## src/ffvm_pkg.sv

```systemverilog
`default_nettype none
package ffvm_pkg;
  // Flag vector geometry
  localparam int FFVM_PARSER_W = 40;
  localparam int FFVM_FLAGS_W = 42;
  localparam int FFVM_SEED_HI = 17;
  localparam int FFVM_BIT_L3_BCAST = 18;
  localparam int FFVM_BIT_IP_MCAST = 19;
  localparam int FFVM_BIT_BB_TAGGED = 20;
  localparam int FFVM_BIT_BB_KIND = 21;
  localparam int FFVM_BIT_HOPBYHOP = 22;
  localparam int FFVM_BIT_FREE_LO = 23;
  localparam int FFVM_OFS_LSB = 24;
  localparam int FFVM_OFS_MSB = 31;
  localparam int FFVM_BIT_OUTER_REMAP = 32;
  localparam int FFVM_BIT_INNER_REMAP = 33;
  localparam int FFVM_BIT_PAUSE = 34;
  localparam int FFVM_BIT_CLASS_PAUSE = 35;
  localparam int FFVM_BIT_FREE_HI = 36;
  localparam int FFVM_BIT_SUM_FAIL = 37;
  localparam int FFVM_BIT_SHORT_HDR = 38;
  localparam int FFVM_BIT_PARITY = 39;
  localparam int FFVM_BIT_OUTER_TBL = 40;
  localparam int FFVM_BIT_INNER_TBL = 41;
  localparam int FFVM_BIT_IS_IPV4 = 8;
  localparam int FFVM_BIT_IS_IPV6 = 9;
  // Header offset sub-fields
  localparam int FFVM_L3_OFS_MSB = 2;
  localparam int FFVM_L4_OFS_LSB = 3;
  localparam logic [15:0] FFVM_SUM_GOOD = 16'hffff;
  localparam logic [47:0] FFVM_MAC_ALL_ONES = 48'hffff_ffff_ffff;
  localparam logic [3:0] FFVM_V4_MCAST_TOP = 4'he;
  localparam logic [7:0] FFVM_V6_MCAST_TOP = 8'hff;
  // Table geometry
  localparam int FFVM_VID_W = 12;
  localparam int FFVM_VMEM_AW = 6;
  localparam int FFVM_VMEM_DW = 13;
  localparam int FFVM_RANGE_N = 4;
  // APB register byte offsets
  localparam logic [7:0] FFVM_REG_CTRL = 8'h00;
  localparam logic [7:0] FFVM_REG_STATUS = 8'h04;
  localparam logic [7:0] FFVM_REG_MASK = 8'h08;
  localparam logic [7:0] FFVM_REG_FRAMES = 8'h0c;
  localparam logic [7:0] FFVM_REG_VID_WR = 8'h10;
  localparam logic [7:0] FFVM_REG_RANGE_WR = 8'h14;
  // CTRL fields
  localparam int FFVM_CTRL_EN = 0;
  localparam int FFVM_CTRL_OMUX_LSB = 1;
  localparam int FFVM_CTRL_IMUX_LSB = 3;
  localparam int FFVM_CTRL_PAYLOAD = 5;
  localparam logic [5:0] FFVM_CTRL_RESET = 6'h01;
  // VID_WR fields
  localparam int FFVM_VWR_IDX_LSB = 13;
  localparam int FFVM_VWR_SEL = 19;
  // RANGE_WR fields
  localparam int FFVM_RWR_ID_LSB = 16;
  localparam int FFVM_RWR_VALID = 24;
  localparam int FFVM_RWR_ENT_LSB = 25;
  localparam int FFVM_RWR_LAYER = 27;
  // Status bits
  localparam int FFVM_ST_W = 4;
  localparam int FFVM_ST_SUM = 0;
  localparam int FFVM_ST_SHORT = 1;
  localparam int FFVM_ST_PARITY = 2;
  localparam int FFVM_ST_PAUSE = 3;
  localparam logic [3:0] FFVM_MASK_RESET = 4'h0;
  // VID output mux selections
  typedef enum logic [1:0] {
    FFVM_VMUX_RAW,
    FFVM_VMUX_MAPPED,
    FFVM_VMUX_FLAG,
    FFVM_VMUX_RSVD
  } ffvm_vmux_e;
endpackage
`default_nettype wire

```

## src/ffvm_mapper.sv

```systemverilog
// Notes on behaviour
// - Seed flag vector from parser's forty flags
// - Bit 37 set when checksum not ffff
// - Bit 38 short header; bit 39 parity
// - Bit 34 pause: second field is time
// - Bit 35 class pause only with 34
// - Bits 31:24 hold L3/L4 word offsets
// - Resolver mux copies offsets into payload
// - Bits 32/33 steer outer/inner VLAN remap
// - Bit 18 when destination MAC all ones
// - Bit 19 from IP version, address top
// - Bits 20/21 backbone state or label depth
// - Bits 23 and 36 pass parser value
// - Flags to vector, some to resolvers, keys
// - Each frame gets a scenario value
// - Port ranges compressed into short identifiers
// - Duplicate range maps configured independently
// - Outer and inner VLAN IDs remappable
//
// Implementation choices: register access over APB and the placing of the registers.
`timescale 1ns/1ps
`default_nettype none
module ffvm_mapper
  import ffvm_pkg::*;
(
  input wire logic clk_sys_in,
  input wire logic rst_n_in,
  input wire logic psel,
  input wire logic penable,
  input wire logic pwrite,
  input wire logic [7:0] paddr,
  input wire logic [31:0] pwdata,
  output logic [31:0] prdata,
  output logic pready,
  output logic pslverr,
  input wire logic frame_valid_in,
  input wire logic [FFVM_PARSER_W-1:0] parser_flags_in,
  input wire logic [47:0] dest_mac_in,
  input wire logic [127:0] dest_ip_in,
  input wire logic [15:0] header_sum_in,
  input wire logic short_header_in,
  input wire logic parity_fault_in,
  input wire logic label_frame_in,
  input wire logic backbone_tagged_flag_in,
  input wire logic backbone_header_kind_in,
  input wire logic [1:0] label_stack_depth_in,
  input wire logic [FFVM_VID_W-1:0] outer_vid_in,
  input wire logic [FFVM_VID_W-1:0] inner_vid_in,
  input wire logic [15:0] l4_dst_port_in,
  input wire logic [7:0] ingress_port_number_in,
  input wire logic [15:0] first_short_field_in,
  input wire logic [15:0] second_short_field_in,
  input wire logic [15:0] third_short_field_in,
  input wire logic [15:0] fourth_short_field_in,
  output logic frame_valid_out,
  output logic [FFVM_FLAGS_W-1:0] flags_out,
  output logic [3:0] scenario_out,
  output logic [FFVM_VID_W-1:0] outer_vid_out,
  output logic [FFVM_VID_W-1:0] inner_vid_out,
  output logic [15:0] acl_port_id_out,
  output logic [15:0] route_port_id_out,
  output logic [7:0] action_payload_out,
  output logic [2:0] l3_offset_out,
  output logic [4:0] l4_offset_out,
  output logic pause_valid_out,
  output logic [7:0] pause_port_out,
  output logic [15:0] pause_time_out,
  output logic class_pause_valid_out,
  output logic [47:0] class_pause_info_out,
  output logic irq_out
);
  logic [5:0] ctrl_r;
  logic [FFVM_ST_W-1:0] status_r;
  logic [FFVM_ST_W-1:0] mask_r;
  logic [31:0] frames_r;
  logic [31:0] prdata_r;
  logic wr_en;
  logic rd_en;
  logic addr_ok;
  logic vid_we;
  logic range_we;
  logic [FFVM_ST_W-1:0] events;
  logic [FFVM_PARSER_W-1:0] s1_flags_r;
  logic [FFVM_VID_W-1:0] s1_outer_r;
  logic [FFVM_VID_W-1:0] s1_inner_r;
  logic [7:0] s1_port_r;
  logic [63:0] s1_fields_r;
  logic s1_valid_r;
  logic [FFVM_PARSER_W-1:0] flags_nxt;
  logic [FFVM_VMEM_DW-1:0] outer_map;
  logic [FFVM_VMEM_DW-1:0] inner_map;
  logic [15:0] acl_id;
  logic [15:0] route_id;
  logic [FFVM_VID_W-1:0] outer_nxt;
  logic [FFVM_VID_W-1:0] inner_nxt;
  logic fr_en;

  assign fr_en = frame_valid_in && ctrl_r[FFVM_CTRL_EN];

  // APB slave: zero wait states, unmapped offsets answer with pslverr
  always_comb begin
    unique case (paddr)
      FFVM_REG_CTRL, FFVM_REG_STATUS, FFVM_REG_MASK, FFVM_REG_FRAMES,
      FFVM_REG_VID_WR, FFVM_REG_RANGE_WR: addr_ok = 1'b1;
      default: addr_ok = 1'b0;
    endcase
  end

  assign pready = 1'b1;
  assign pslverr = psel && penable && !addr_ok;
  assign wr_en = psel && penable && pwrite && addr_ok;
  assign rd_en = psel && !penable && !pwrite;
  assign vid_we = wr_en && paddr == FFVM_REG_VID_WR;
  assign range_we = wr_en && paddr == FFVM_REG_RANGE_WR;

  always_ff @(posedge clk_sys_in or negedge rst_n_in) begin
    if (!rst_n_in) begin
      prdata_r <= '0;
    end else if (rd_en) begin
      unique case (paddr)
        FFVM_REG_CTRL: prdata_r <= {26'h0, ctrl_r};
        FFVM_REG_STATUS: prdata_r <= {28'h0, status_r};
        FFVM_REG_MASK: prdata_r <= {28'h0, mask_r};
        FFVM_REG_FRAMES: prdata_r <= frames_r;
        default: prdata_r <= 32'h0;
      endcase
    end
  end
  assign prdata = prdata_r;

  always_ff @(posedge clk_sys_in or negedge rst_n_in) begin
    if (!rst_n_in) begin
      ctrl_r <= FFVM_CTRL_RESET;
    end else if (wr_en && paddr == FFVM_REG_CTRL) begin
      ctrl_r <= pwdata[5:0];
    end
  end

  always_ff @(posedge clk_sys_in or negedge rst_n_in) begin
    if (!rst_n_in) begin
      mask_r <= FFVM_MASK_RESET;
    end else if (wr_en && paddr == FFVM_REG_MASK) begin
      mask_r <= pwdata[FFVM_ST_W-1:0];
    end
  end

  // Events are recorded at entry so status matches the frame that raised it
  assign events[FFVM_ST_SUM] = fr_en && header_sum_in != FFVM_SUM_GOOD;
  assign events[FFVM_ST_SHORT] = fr_en && short_header_in;
  assign events[FFVM_ST_PARITY] = fr_en && parity_fault_in;
  assign events[FFVM_ST_PAUSE] = fr_en && parser_flags_in[FFVM_BIT_PAUSE];

  // Write one to clear; a new event in the same cycle wins
  always_ff @(posedge clk_sys_in or negedge rst_n_in) begin
    if (!rst_n_in) begin
      status_r <= '0;
    end else if (wr_en && paddr == FFVM_REG_STATUS) begin
      status_r <= (status_r & ~pwdata[FFVM_ST_W-1:0]) | events;
    end else begin
      status_r <= status_r | events;
    end
  end

  always_ff @(posedge clk_sys_in or negedge rst_n_in) begin
    if (!rst_n_in) begin
      irq_out <= 1'b0;
    end else begin
      irq_out <= |(status_r & mask_r);
    end
  end

  always_ff @(posedge clk_sys_in or negedge rst_n_in) begin
    if (!rst_n_in) begin
      frames_r <= '0;
    end else if (fr_en) begin
      frames_r <= frames_r + 32'h1;
    end
  end

  // Stage 1: build the parser-side flags
  always_comb begin
    flags_nxt = parser_flags_in;
    flags_nxt[FFVM_BIT_L3_BCAST] = dest_mac_in == FFVM_MAC_ALL_ONES;
    flags_nxt[FFVM_BIT_IP_MCAST] =
      (parser_flags_in[FFVM_BIT_IS_IPV4] && dest_ip_in[31:28] == FFVM_V4_MCAST_TOP) ||
      (parser_flags_in[FFVM_BIT_IS_IPV6] && dest_ip_in[127:120] == FFVM_V6_MCAST_TOP);
    if (label_frame_in) begin
      flags_nxt[FFVM_BIT_BB_KIND:FFVM_BIT_BB_TAGGED] = label_stack_depth_in;
    end else begin
      flags_nxt[FFVM_BIT_BB_TAGGED] = backbone_tagged_flag_in;
      flags_nxt[FFVM_BIT_BB_KIND] = backbone_header_kind_in;
    end
    flags_nxt[FFVM_BIT_SUM_FAIL] = header_sum_in != FFVM_SUM_GOOD;
    flags_nxt[FFVM_BIT_SHORT_HDR] = short_header_in;
    flags_nxt[FFVM_BIT_PARITY] = parity_fault_in;
  end

  // Every per-frame field moves together under the same valid
  always_ff @(posedge clk_sys_in or negedge rst_n_in) begin
    if (!rst_n_in) begin
      s1_valid_r <= 1'b0;
      s1_flags_r <= '0;
      s1_outer_r <= '0;
      s1_inner_r <= '0;
      s1_port_r <= '0;
      s1_fields_r <= '0;
    end else begin
      s1_valid_r <= fr_en;
      s1_flags_r <= flags_nxt;
      s1_outer_r <= outer_vid_in;
      s1_inner_r <= inner_vid_in;
      s1_port_r <= ingress_port_number_in;
      s1_fields_r <= {fourth_short_field_in, third_short_field_in, second_short_field_in, first_short_field_in};
    end
  end

  // Separate tables for each VLAN space, loaded through one write register
  ffvm_vid_mem u_outer_mem (
    .clk_sys_in(clk_sys_in),
    .rst_n_in(rst_n_in),
    .we_in(vid_we && !pwdata[FFVM_VWR_SEL]),
    .waddr_in(pwdata[FFVM_VWR_IDX_LSB +: FFVM_VMEM_AW]),
    .wdata_in(pwdata[FFVM_VMEM_DW-1:0]),
    .raddr_in(outer_vid_in[FFVM_VMEM_AW-1:0]),
    .rdata_out(outer_map)
  );

  ffvm_vid_mem u_inner_mem (
    .clk_sys_in(clk_sys_in),
    .rst_n_in(rst_n_in),
    .we_in(vid_we && pwdata[FFVM_VWR_SEL]),
    .waddr_in(pwdata[FFVM_VWR_IDX_LSB +: FFVM_VMEM_AW]),
    .wdata_in(pwdata[FFVM_VMEM_DW-1:0]),
    .raddr_in(inner_vid_in[FFVM_VMEM_AW-1:0]),
    .rdata_out(inner_map)
  );

  // Two independent range maps on the same port: one for ACLs, one for routing
  ffvm_range_map u_acl_range (
    .clk_sys_in(clk_sys_in),
    .rst_n_in(rst_n_in),
    .cfg_we_in(range_we && !pwdata[FFVM_RWR_LAYER]),
    .cfg_entry_in(pwdata[FFVM_RWR_ENT_LSB +: 2]),
    .cfg_bound_in(pwdata[15:0]),
    .cfg_id_in(pwdata[FFVM_RWR_ID_LSB +: 8]),
    .cfg_valid_in(pwdata[FFVM_RWR_VALID]),
    .port_in(l4_dst_port_in),
    .id_out(acl_id)
  );

  ffvm_range_map u_route_range (
    .clk_sys_in(clk_sys_in),
    .rst_n_in(rst_n_in),
    .cfg_we_in(range_we && pwdata[FFVM_RWR_LAYER]),
    .cfg_entry_in(pwdata[FFVM_RWR_ENT_LSB +: 2]),
    .cfg_bound_in(pwdata[15:0]),
    .cfg_id_in(pwdata[FFVM_RWR_ID_LSB +: 8]),
    .cfg_valid_in(pwdata[FFVM_RWR_VALID]),
    .port_in(l4_dst_port_in),
    .id_out(route_id)
  );

  // Final VID choice; the reserved code falls back to the raw ID
  always_comb begin
    unique case (ffvm_vmux_e'(ctrl_r[FFVM_CTRL_OMUX_LSB +: 2]))
      FFVM_VMUX_MAPPED: outer_nxt = outer_map[FFVM_VID_W-1:0];
      FFVM_VMUX_FLAG: outer_nxt = s1_flags_r[FFVM_BIT_OUTER_REMAP] ? outer_map[FFVM_VID_W-1:0] : s1_outer_r;
      default: outer_nxt = s1_outer_r;
    endcase
    unique case (ffvm_vmux_e'(ctrl_r[FFVM_CTRL_IMUX_LSB +: 2]))
      FFVM_VMUX_MAPPED: inner_nxt = inner_map[FFVM_VID_W-1:0];
      FFVM_VMUX_FLAG: inner_nxt = s1_flags_r[FFVM_BIT_INNER_REMAP] ? inner_map[FFVM_VID_W-1:0] : s1_inner_r;
      default: inner_nxt = s1_inner_r;
    endcase
  end

  // Stage 2: output registers
  always_ff @(posedge clk_sys_in or negedge rst_n_in) begin
    if (!rst_n_in) begin
      frame_valid_out <= 1'b0;
      flags_out <= '0;
      scenario_out <= '0;
      outer_vid_out <= '0;
      inner_vid_out <= '0;
      acl_port_id_out <= '0;
      route_port_id_out <= '0;
    end else begin
      frame_valid_out <= s1_valid_r;
      // Table flag bits widen the vector beyond the parser's forty
      flags_out <= {inner_map[FFVM_VMEM_DW-1], outer_map[FFVM_VMEM_DW-1], s1_flags_r};
      scenario_out <= {s1_flags_r[FFVM_BIT_IS_IPV4] | s1_flags_r[FFVM_BIT_IS_IPV6],
                       s1_flags_r[FFVM_BIT_L3_BCAST], s1_flags_r[FFVM_BIT_IP_MCAST],
                       s1_flags_r[FFVM_BIT_PAUSE]};
      outer_vid_out <= outer_nxt;
      inner_vid_out <= inner_nxt;
      acl_port_id_out <= acl_id;
      route_port_id_out <= route_id;
    end
  end

  // Resolver-only outputs: offsets and the payload mux
  always_ff @(posedge clk_sys_in or negedge rst_n_in) begin
    if (!rst_n_in) begin
      action_payload_out <= '0;
      l3_offset_out <= '0;
      l4_offset_out <= '0;
    end else begin
      action_payload_out <= ctrl_r[FFVM_CTRL_PAYLOAD] ? s1_flags_r[FFVM_OFS_MSB:FFVM_OFS_LSB] : 8'h00;
      l3_offset_out <= s1_flags_r[FFVM_OFS_LSB +: FFVM_L3_OFS_MSB + 1];
      l4_offset_out <= s1_flags_r[FFVM_OFS_MSB:FFVM_OFS_LSB + FFVM_L4_OFS_LSB];
    end
  end

  // Pause indications for congestion management
  always_ff @(posedge clk_sys_in or negedge rst_n_in) begin
    if (!rst_n_in) begin
      pause_valid_out <= 1'b0;
      pause_port_out <= '0;
      pause_time_out <= '0;
      class_pause_valid_out <= 1'b0;
      class_pause_info_out <= '0;
    end else begin
      pause_valid_out <= s1_valid_r && s1_flags_r[FFVM_BIT_PAUSE];
      pause_port_out <= s1_port_r;
      pause_time_out <= s1_fields_r[31:16];
      // Class bit alone is ignored
      class_pause_valid_out <= s1_valid_r && s1_flags_r[FFVM_BIT_PAUSE] && s1_flags_r[FFVM_BIT_CLASS_PAUSE];
      class_pause_info_out <= {s1_fields_r[63:32], s1_fields_r[15:0]};
    end
  end

  a_frame_latency: assert property (@(posedge clk_sys_in) disable iff (!rst_n_in)
    fr_en |-> ##2 frame_valid_out)
    else $error("frame valid not delivered two cycles later");
  a_seed_flags: assert property (@(posedge clk_sys_in) disable iff (!rst_n_in)
    fr_en |-> ##2 flags_out[FFVM_SEED_HI:0] == $past(parser_flags_in[FFVM_SEED_HI:0], 2))
    else $error("seeded flags differ from parser flags");
  a_sum_fail_flag: assert property (@(posedge clk_sys_in) disable iff (!rst_n_in)
    fr_en && header_sum_in != FFVM_SUM_GOOD |-> ##2 flags_out[FFVM_BIT_SUM_FAIL])
    else $error("checksum failure flag missing");
  a_fault_flags: assert property (@(posedge clk_sys_in) disable iff (!rst_n_in)
    fr_en |-> ##2 flags_out[FFVM_BIT_PARITY:FFVM_BIT_SHORT_HDR] == $past({parity_fault_in, short_header_in}, 2))
    else $error("short header or parity flag wrong");
  a_pause_time: assert property (@(posedge clk_sys_in) disable iff (!rst_n_in)
    fr_en && parser_flags_in[FFVM_BIT_PAUSE] |-> ##2 pause_valid_out && pause_time_out == $past(second_short_field_in, 2))
    else $error("pause time not taken from second field");
  a_class_gate: assert property (@(posedge clk_sys_in) disable iff (!rst_n_in)
    class_pause_valid_out |-> pause_valid_out && flags_out[FFVM_BIT_PAUSE])
    else $error("class pause without pause flag");
  a_payload_mux: assert property (@(posedge clk_sys_in) disable iff (!rst_n_in)
    frame_valid_out && $past(ctrl_r[FFVM_CTRL_PAYLOAD]) |-> action_payload_out == flags_out[FFVM_OFS_MSB:FFVM_OFS_LSB])
    else $error("payload does not carry header offsets");
  a_bcast_flag: assert property (@(posedge clk_sys_in) disable iff (!rst_n_in)
    fr_en |-> ##2 flags_out[FFVM_BIT_L3_BCAST] == ($past(dest_mac_in, 2) == FFVM_MAC_ALL_ONES))
    else $error("broadcast flag mismatch");
  a_mcast_v4: assert property (@(posedge clk_sys_in) disable iff (!rst_n_in)
    fr_en && parser_flags_in[FFVM_BIT_IS_IPV4] && dest_ip_in[31:28] == FFVM_V4_MCAST_TOP
    |-> ##2 flags_out[FFVM_BIT_IP_MCAST])
    else $error("IPv4 multicast flag missing");
  a_vid_raw: assert property (@(posedge clk_sys_in) disable iff (!rst_n_in)
    fr_en && ctrl_r[FFVM_CTRL_OMUX_LSB +: 2] == 2'h0 ##1 ctrl_r[FFVM_CTRL_OMUX_LSB +: 2] == 2'h0
    |=> outer_vid_out == $past(outer_vid_in, 2))
    else $error("outer VID altered in raw mode");
endmodule // ffvm_mapper
`default_nettype wire

```

## src/ffvm_range_map.sv

```systemverilog
`timescale 1ns/1ps
`default_nettype none
module ffvm_range_map
  import ffvm_pkg::*;
(
  input wire logic clk_sys_in,
  input wire logic rst_n_in,
  input wire logic cfg_we_in,
  input wire logic [1:0] cfg_entry_in,
  input wire logic [15:0] cfg_bound_in,
  input wire logic [7:0] cfg_id_in,
  input wire logic cfg_valid_in,
  input wire logic [15:0] port_in,
  output logic [15:0] id_out
);
  logic [15:0] bound_r [FFVM_RANGE_N];
  logic [7:0] ident_r [FFVM_RANGE_N];
  logic [FFVM_RANGE_N-1:0] valid_r;
  logic [FFVM_RANGE_N-1:0] hit;
  logic [15:0] id_nxt;
  logic [15:0] id_r;

  genvar g;
  generate
    for (g = 0; g < FFVM_RANGE_N; g++) begin : g_entry
      always_ff @(posedge clk_sys_in or negedge rst_n_in) begin
        if (!rst_n_in) begin
          bound_r[g] <= '0;
          ident_r[g] <= '0;
          valid_r[g] <= 1'b0;
        end else if (cfg_we_in && cfg_entry_in == 2'(g)) begin
          bound_r[g] <= cfg_bound_in;
          ident_r[g] <= cfg_id_in;
          valid_r[g] <= cfg_valid_in;
        end
      end
      assign hit[g] = valid_r[g] && (bound_r[g] < port_in);
    end
  endgenerate

  // Highest matching entry wins; no match keeps the raw port so exact keys still work
  always_comb begin
    id_nxt = port_in;
    for (int i = 0; i < FFVM_RANGE_N; i++) begin
      if (hit[i]) begin
        id_nxt = {8'h00, ident_r[i]};
      end
    end
  end

  always_ff @(posedge clk_sys_in or negedge rst_n_in) begin
    if (!rst_n_in) begin
      id_r <= '0;
    end else begin
      id_r <= id_nxt;
    end
  end

  assign id_out = id_r;
endmodule // ffvm_range_map
`default_nettype wire

```

## src/ffvm_vid_mem.sv

```systemverilog
`timescale 1ns/1ps
`default_nettype none
module ffvm_vid_mem
  import ffvm_pkg::*;
(
  input wire logic clk_sys_in,
  input wire logic rst_n_in,
  input wire logic we_in,
  input wire logic [FFVM_VMEM_AW-1:0] waddr_in,
  input wire logic [FFVM_VMEM_DW-1:0] wdata_in,
  input wire logic [FFVM_VMEM_AW-1:0] raddr_in,
  output logic [FFVM_VMEM_DW-1:0] rdata_out
);
  logic [FFVM_VMEM_DW-1:0] mem_r [2**FFVM_VMEM_AW];
  logic [FFVM_VMEM_DW-1:0] rdata_r;

  // Array left unreset so it maps onto plain RAM; software loads it before enabling
  always_ff @(posedge clk_sys_in) begin
    if (we_in) begin
      mem_r[waddr_in] <= wdata_in;
    end
  end

  always_ff @(posedge clk_sys_in or negedge rst_n_in) begin
    if (!rst_n_in) begin
      rdata_r <= '0;
    end else begin
      rdata_r <= mem_r[raddr_in];
    end
  end

  assign rdata_out = rdata_r;
endmodule // ffvm_vid_mem
`default_nettype wire
```

## config.mk

```make
export PLATFORM = sky130hd
export DESIGN_NAME = ffvm_mapper
export DESIGN_NICKNAME = d
export VERILOG_FILES = /design/src/ffvm_pkg.sv /design/src/ffvm_mapper.sv /design/src/ffvm_range_map.sv /design/src/ffvm_vid_mem.sv
export SDC_FILE = /design/constraint.sdc
export NUM_CORES = 2
export LEC_CHECK = 0
export BUFFER_PORTS_ARGS = -buffer_cell sky130_fd_sc_hd__buf_2
export CAP_MARGIN = 20
export CORE_MARGIN = 10
export CORE_UTILIZATION = 30
export DETAILED_ROUTE_END_ITERATION = 10
export PLACE_DENSITY_LB_ADDON = 0.05
export SLEW_MARGIN = 15
export SYNTH_ARGS = -nofsm -noshare
export SYNTH_HDL_FRONTEND = slang
export SYNTH_HIERARCHICAL = 1
export SYNTH_SLANG_ARGS = --single-unit
```

## constraint.sdc

```tcl
create_clock -name clk_sys_in -period 3.5 [get_ports clk_sys_in]
set_clock_uncertainty 0.2 [all_clocks]
set_input_delay 0.175 -clock clk_sys_in [delete_from_list [all_inputs] [get_ports clk_sys_in]]
set_output_delay 0.175 -clock clk_sys_in [all_outputs]
set_load 0.01 [all_outputs]
```

# ---- After elaboration in Yosys (flattened, before gate mapping)
# Memory sizes are Yosys's and may differ from the RTL's. A register that Yosys moved wholly into a read port is not among the register bits.
# Index checks and enable logic that the tools add are counted.
dict set report totals {
  register_bits 641
  ram_bits 1664
  input_bits 397
  elab_cells 159
  n_memories 2
}
# memory words word_bits rd rd_clocked_by_memory_dff write_ports line
set memory_table {}
lappend memory_table {u_inner_mem.mem_r 64 13 1 1 1 ffvm_vid_mem.sv:14} ;# logic [FFVM_VMEM_DW-1:0] mem_r [2**FFVM_VMEM_AW];
lappend memory_table {u_outer_mem.mem_r 64 13 1 1 1 ffvm_vid_mem.sv:14}
dict set report classes {
  add_sub_neg 1
  order_cmp 8
  n_eq_ne 16
  muxes 21
  bitwise_logic 6
  n_reduce_logical 52
}
# operator n
set ops {}
lappend ops {{< comparator 16 bit} 8}
lappend ops {{2-to-1 mux 16 bit} 8}
lappend ops {{one-hot mux 32 bit (4 select lines)} 1}
lappend ops {{== test 48 bit, second input constant} 1}
lappend ops {{one-hot mux 12 bit (2 select lines)} 2}
lappend ops {{logical AND 1 bit} 40}
lappend ops {{adder 32 x 1 -> 32 bit, second input constant} 1}
lappend ops {{2-to-1 mux 12 bit} 2}
lappend ops {{== test 8 x 4 -> 1 bit, second input constant} 2}
lappend ops {{== test 8 x 5 -> 1 bit, second input constant} 2}
lappend ops {{!= test 16 bit, second input constant} 1}
lappend ops {{AND 4 bit} 2}
lappend ops {{== test 2 bit, second input constant} 4}
lappend ops {{== test 8 x 3 -> 1 bit, second input constant} 1}
lappend ops {{== test 8 bit, second input constant} 1}
lappend ops {{logical NOT 8 bit} 1}
lappend ops {{2-to-1 mux 8 bit} 1}
lappend ops {{OR 4 bit} 2}
lappend ops {{logical NOT 1 bit} 7}
lappend ops {{== test 2 x 1 -> 1 bit, second input constant} 3}
lappend ops {{OR reduction 6 bit} 1}
lappend ops {{2-to-1 mux 1 bit} 5}
lappend ops {{== test 4 bit, second input constant} 1}
lappend ops {{2-to-1 mux 4 bit} 1}
lappend ops {{other kinds (6)} 6}

# ---- Logic depth before layout (Yosys ltp)
dict set report logic_depth {
  word_depth 8
  mapped_depth 10
}

# ---- Hierarchy
# The synthesis kept the hierarchy.
# mod n_inst cells_each area_per_inst_um2 seq_area_each_um2
set modules_own_cells {}
lappend modules_own_cells {ffvm_vid_mem 2 1404 32416.1 25309.3}
lappend modules_own_cells {ffvm_mapper 1 689 12076.6 9960.8}
lappend modules_own_cells {ffvm_range_map 2 443 5820.6 2902.8}

# ---- Least setup slack after synthesis
# Ideal clock, no wire load.
dict set report synth_timing {
  path_kind {input to register}
  startpoint {input paddr[3]}
  endpoint {memory u_inner_mem.mem_r[48][0], enable pin}
  arrival_time_ns 2.723
  required_time_ns 2.900
  slack_ns 0.177
  stages 7
  path_buffers 1
  path_cell_list {clkbuf_1 -> nor2_1 -> nand3_1 -> nor3b_1 -> nand3_1 -> or3_1 -> nor3_1}
}
dict set report synth_via {
  elab_chain_cells 8
}
# item line
set synth_rtl {}
lappend synth_rtl {{start, declared} ffvm_mapper.sv:31} ;# input wire logic [7:0] paddr,
lappend synth_rtl {{== test 8 x 5 -> 1 bit (tied with other cells)} {ffvm_mapper.sv:102, ffvm_mapper.sv:113}}
lappend synth_rtl {{OR reduction 6 bit} ffvm_mapper.sv:102} ;# unique case (paddr)
lappend synth_rtl {{2-to-1 mux 1 bit} ffvm_mapper.sv:102}
lappend synth_rtl {{logical AND 1 bit} ffvm_mapper.sv:111} ;# assign wr_en = psel && penable && pwrite && addr_ok;
lappend synth_rtl {{logical AND 1 bit *} ffvm_mapper.sv:113} ;# assign vid_we = wr_en && paddr == FFVM_REG_VID_WR;
lappend synth_rtl {{logical AND 1 bit *} ffvm_mapper.sv:231} ;# .we_in(vid_we && pwdata[FFVM_VWR_SEL]),
lappend synth_rtl {{2-to-1 mux 1 bit *} ffvm_vid_mem.sv:19} ;# if (we_in) begin
lappend synth_rtl {{2-to-1 mux 1 bit (not written as such) *} ffvm_vid_mem.sv:20} ;# mem_r[waddr_in] <= wdata_in;
lappend synth_rtl {{end, declared} ffvm_vid_mem.sv:14}
# Mark *: on every way between the ends. The rest lies on a longest branch, timed or not.

# ---- Worst setup path after layout
dict set report layout_timing {
  startpoint {input dest_mac_in[24]}
  endpoint {register s1_flags_r[18]}
}
dict set report layout_via {
  elab_chain_cells 1
}
# item line
set layout_rtl {}
lappend layout_rtl {{start, declared} ffvm_mapper.sv:38} ;# input wire logic [47:0] dest_mac_in,
lappend layout_rtl {{== test 48 bit} ffvm_mapper.sv:183} ;# flags_nxt[FFVM_BIT_L3_BCAST] = dest_mac_in == FFVM_MAC_ALL_ONES;
lappend layout_rtl {{named net flags_nxt[18]} ffvm_mapper.sv:89} ;# logic [FFVM_PARSER_W-1:0] flags_nxt;
lappend layout_rtl {{end signal, assigned} ffvm_mapper.sv:209} ;# s1_flags_r <= flags_nxt;
lappend layout_rtl {{end, declared} ffvm_mapper.sv:83} ;# logic [FFVM_PARSER_W-1:0] s1_flags_r;
# The timed path passes the listed nets, and every way through them passes these cells.
# A chain may end at the register's enable or synchronous reset.

==> run metrics <==
Core Util, Final=0.380; setup TNS=0 ns; Synth Area in XOR/XNOR=0.00307; CTS tree=yes; Worst-path clk slew=0.06 ns; Die ar.=0.317 sq mm; post-cts resize count=0; hold buffers post-CTS=364; nets=6,227; Worst R2R Start=u_acl_range/bound_r[43]; Critical Path Max Stage Delay=0.60 ns; GRT Util Overall=0.163; site row count=199; Yosys reg bits=2,320; WP data required=4.09 ns; status=complete, no violations; clk_lat worst skew=0.87 ns; Reg2Reg Depth=9; max-cap violation count=0; global-route wire length before repair=377,000 microns; Top FF cell, synth=edfxtp_1; total gr overflow=0; Hold Crit Class=in2reg; CTS buffer count=277; Port Buffers=496; Post-synth EDFFs=1,664; Root Buffer=clkbuf_16; Max Slew Vio Count=0; DR pass1 iterations=7; Post-Synth Simple-Gate Area=0.0302; DP HPWL=166,000 microns; Syn Inst Count=4,383; VDD IR max=0.000389 V; I/O pins=625; f_max=0.293 GHz; crit end category=flip-flop; Final Cycle Share=0.976; PwrDens=551 mW/mm^2; drc violations=0; P_leak=0.0412 uW; Routed Antenna Nets=0; CP bufs+invs=7; Critical Path Source Type=input port; slowest stage cell, crit path=dlygate4sd3_1; Least-Margin Pin Slew=1.05 ns; mux share of post-synthesis cell area=0.155; largest family of logic cells by synthesized area=multiplexers; syn nets=4,905; RSZ-0062 raised after global routing=no; sequential share of the synthesized area=0.750; Core Region=0.294 sq mm; CP Capture Point=s1_flags_r[18]; H-tree depth=5; max_slew headroom=0.297; layout cell share with drive strength beyond 1=0.337; crit-path cells=dlygate4sd3_1 > buf_2 > dlygate4sd3_1 > nand4_1 > dlygate4sd3_1 > nor4_1 > dlygate4sd3_1 > and3_1 > dlygate4sd3_1 > dlygate4sd3_1; crit path max fanout=1; Hold Fails Final Rpt=0; clock sinks=2,320; Post-CTS Setup Inserts=0; routability-driven placement congestion ratio=0.744; Compound-Gate Fraction of Synth Area=0.0291; via/cell ratio=4.71; Yosys Warn Count=6; Avg Synthesized Cell Area=20.2 sq um; critical path arrival=4.01 ns; Unique masters post-synth=68; R2R Path End=u_acl_range/id_out[5]; Syn-to-layout area delta=25.9%; Final setup viols=0; Mapped Area=0.0885 sq mm; vias in the first global route=49,938; setup slack after layout=0.0853 ns; initial antenna violation count=15; Setup crit start=dest_mac_in[24]; Routed WL=262,000 microns; R2R Setup Slk=0.62 ns; CP top delay family=buffers and inverters; Synth Area in Adders=0.0177; DP Worst Slack=0.388 ns; Worst path depth=10; Post-synth ARST share=0.283; Most common cell on crit path=dlygate4sd3_1; Starting Density=0.301; DR WL/cell=26.6 microns; die span in y=563 microns; Vias=46,452; CTS max path bufs=4; die width=563 microns; DRT iter0 DRCs=3,527; pin count of the biggest net entering global routing=89; CP Class=in2reg; min Tclk post-route=3.41 ns
## layer usage
layer	up-vias	wire, microns	track usage
li1	20317	-	-
met1	24811	117000	0.224
met2	928	126000	0.267
met3	396	11500	0.0265
met4	0	7550	0.0449
met5	-	0	0
## final cells by class
class | count | area [sq um]
Fill cell | 27159 | 182000
Sequential cell | 2320 | 66400
Multi-Input combinational cell | 1797 | 20800
Timing Repair Buffer | 1246 | 10200
Clock buffer | 391 | 7780
Tap cell | 3919 | 4900
Clock inverter | 107 | 1090
Inverter | 63 | 236
Antenna cell | 15 | 37.5
## cells by family after synthesis
group           after synthesis
xor+xnor                     31
other cells                   1
simple gates                511
fa+ha+maj                   125
flops                      2320
mux                         779
compound gates              350
buf+inv                     266
## layout by cell type, fill, tap and decap left out, types with 94 or more instances in the layout
cell and n:
ha_1 125, buf_4 303, mux2_2 235, clkbuf_16 284
edfxtp_1 1664, nor2_1 160, buf_2 476, mux2i_1 94
mux4_2 450, dlygate4sd3_1 363, dfrtp_1 655
## worst min path at each step
stage | start | endpoint | slack [ns] | depth (start not counted)
floorplan | rst_n_in | acl_port_id_out[0] | -0.32 | 0
global placement | rst_n_in | flags_out[15] | 0.007 | 1
detailed placement | rst_n_in | pause_port_out[3] | 0.01 | 1
CTS | pwdata[23] | u_route_range/ident_r[7] | 0.007 | 3
global route | pwdata[17] | u_acl_range/ident_r[9] | 0.04 | 3
finish | pwdata[23] | u_route_range/ident_r[31] | 0.08 | 3
## cells in the mapped netlist (4+ instances only)
| master | n | area [sq um] |
|---|---|---|
| nand3_1 | 36 | 180 |
| buf_1 | 14 | 52.6 |
| ha_1 | 125 | 1560 |
| dfrtp_1 | 655 | 16400 |
| a22oi_1 | 20 | 150 |
| nand4_1 | 45 | 282 |
| o2bb2ai_1 | 4 | 35.0 |
| nand3b_1 | 15 | 113 |
| o21ai_1 | 16 | 80.1 |
| nor2b_1 | 46 | 288 |
| a22o_1 | 56 | 490 |
| o21ai_0 | 31 | 155 |
| and2_1 | 30 | 188 |
| a221oi_1 | 8 | 70.1 |
| nand2_1 | 90 | 338 |
| a211oi_1 | 26 | 195 |
| a2111oi_0 | 10 | 87.6 |
| or3_1 | 4 | 25.0 |
| clkbuf_1 | 70 | 263 |
| o31ai_1 | 24 | 180 |
| a221o_1 | 6 | 60.1 |
| o22ai_1 | 6 | 37.5 |
| mux4_2 | 450 | 10100 |
| nor3b_1 | 7 | 52.6 |
| or3b_2 | 7 | 61.3 |
| buf_2 | 58 | 290 |
| buf_6 | 16 | 180 |
| or2_2 | 6 | 37.5 |
| edfxtp_1 | 1664 | 50000 |
| nor2_1 | 161 | 604 |
| xor2_1 | 6 | 52.6 |
| xnor2_1 | 25 | 219 |
| o2111ai_1 | 4 | 35.0 |
| a21oi_1 | 61 | 305 |
| and4_1 | 8 | 70.1 |
| mux2i_1 | 94 | 941 |
| nand2b_1 | 16 | 100 |
| inv_1 | 61 | 229 |
| nor3_1 | 7 | 35.0 |
| buf_4 | 45 | 338 |
| mux2_2 | 235 | 2650 |
| o221ai_1 | 46 | 403 |
| a21o_1 | 14 | 105 |
| and3_1 | 13 | 81.3 |
## state kept, by name, indices dropped and copies added (netlist names), 16 cells and up
signal,flops
flags_out,33
frames_r,32
route_port_id_out,16
prdata,32
acl_port_id_out,16
u_route_range/bound_r,64
u_route_range/id_out,16
u_route_range/ident_r,32
u_outer_mem/mem_r,832
s1_flags_r,40
pause_time_out,16
s1_fields_r,64
u_inner_mem/mem_r,832
u_acl_range/ident_r,32
u_acl_range/id_out,16
class_pause_info_out,48
u_acl_range/bound_r,64
## report_power, final
group          leakage [uW]  internal (uW)  switching (uW)
clock network       0.00435          16900           11400
registers            0.0233          29800            86.6
logic                0.0136           1340            1980
## per-stage QoR
step	total power (uW)	instance area [sq um]	hold WS (ns)	instances
after detailed placement	33500	98900	0.0130	8981
after floorplan	31700	88500	-0.321	4383
final	61500	112000	0.0835	9858
after CTS	62600	111000	0.00659	9843
after global routing	63900	111000	0.0380	9845
after global placement	33500	98900	0.00681	8981
## tightest hold or removal path, cell delays in order
cell and delay (ns):
dlygate4sd3_1 0.54, buf_2 0.22, mux2_2 0.18
Power figures use the tool's default switching activity.
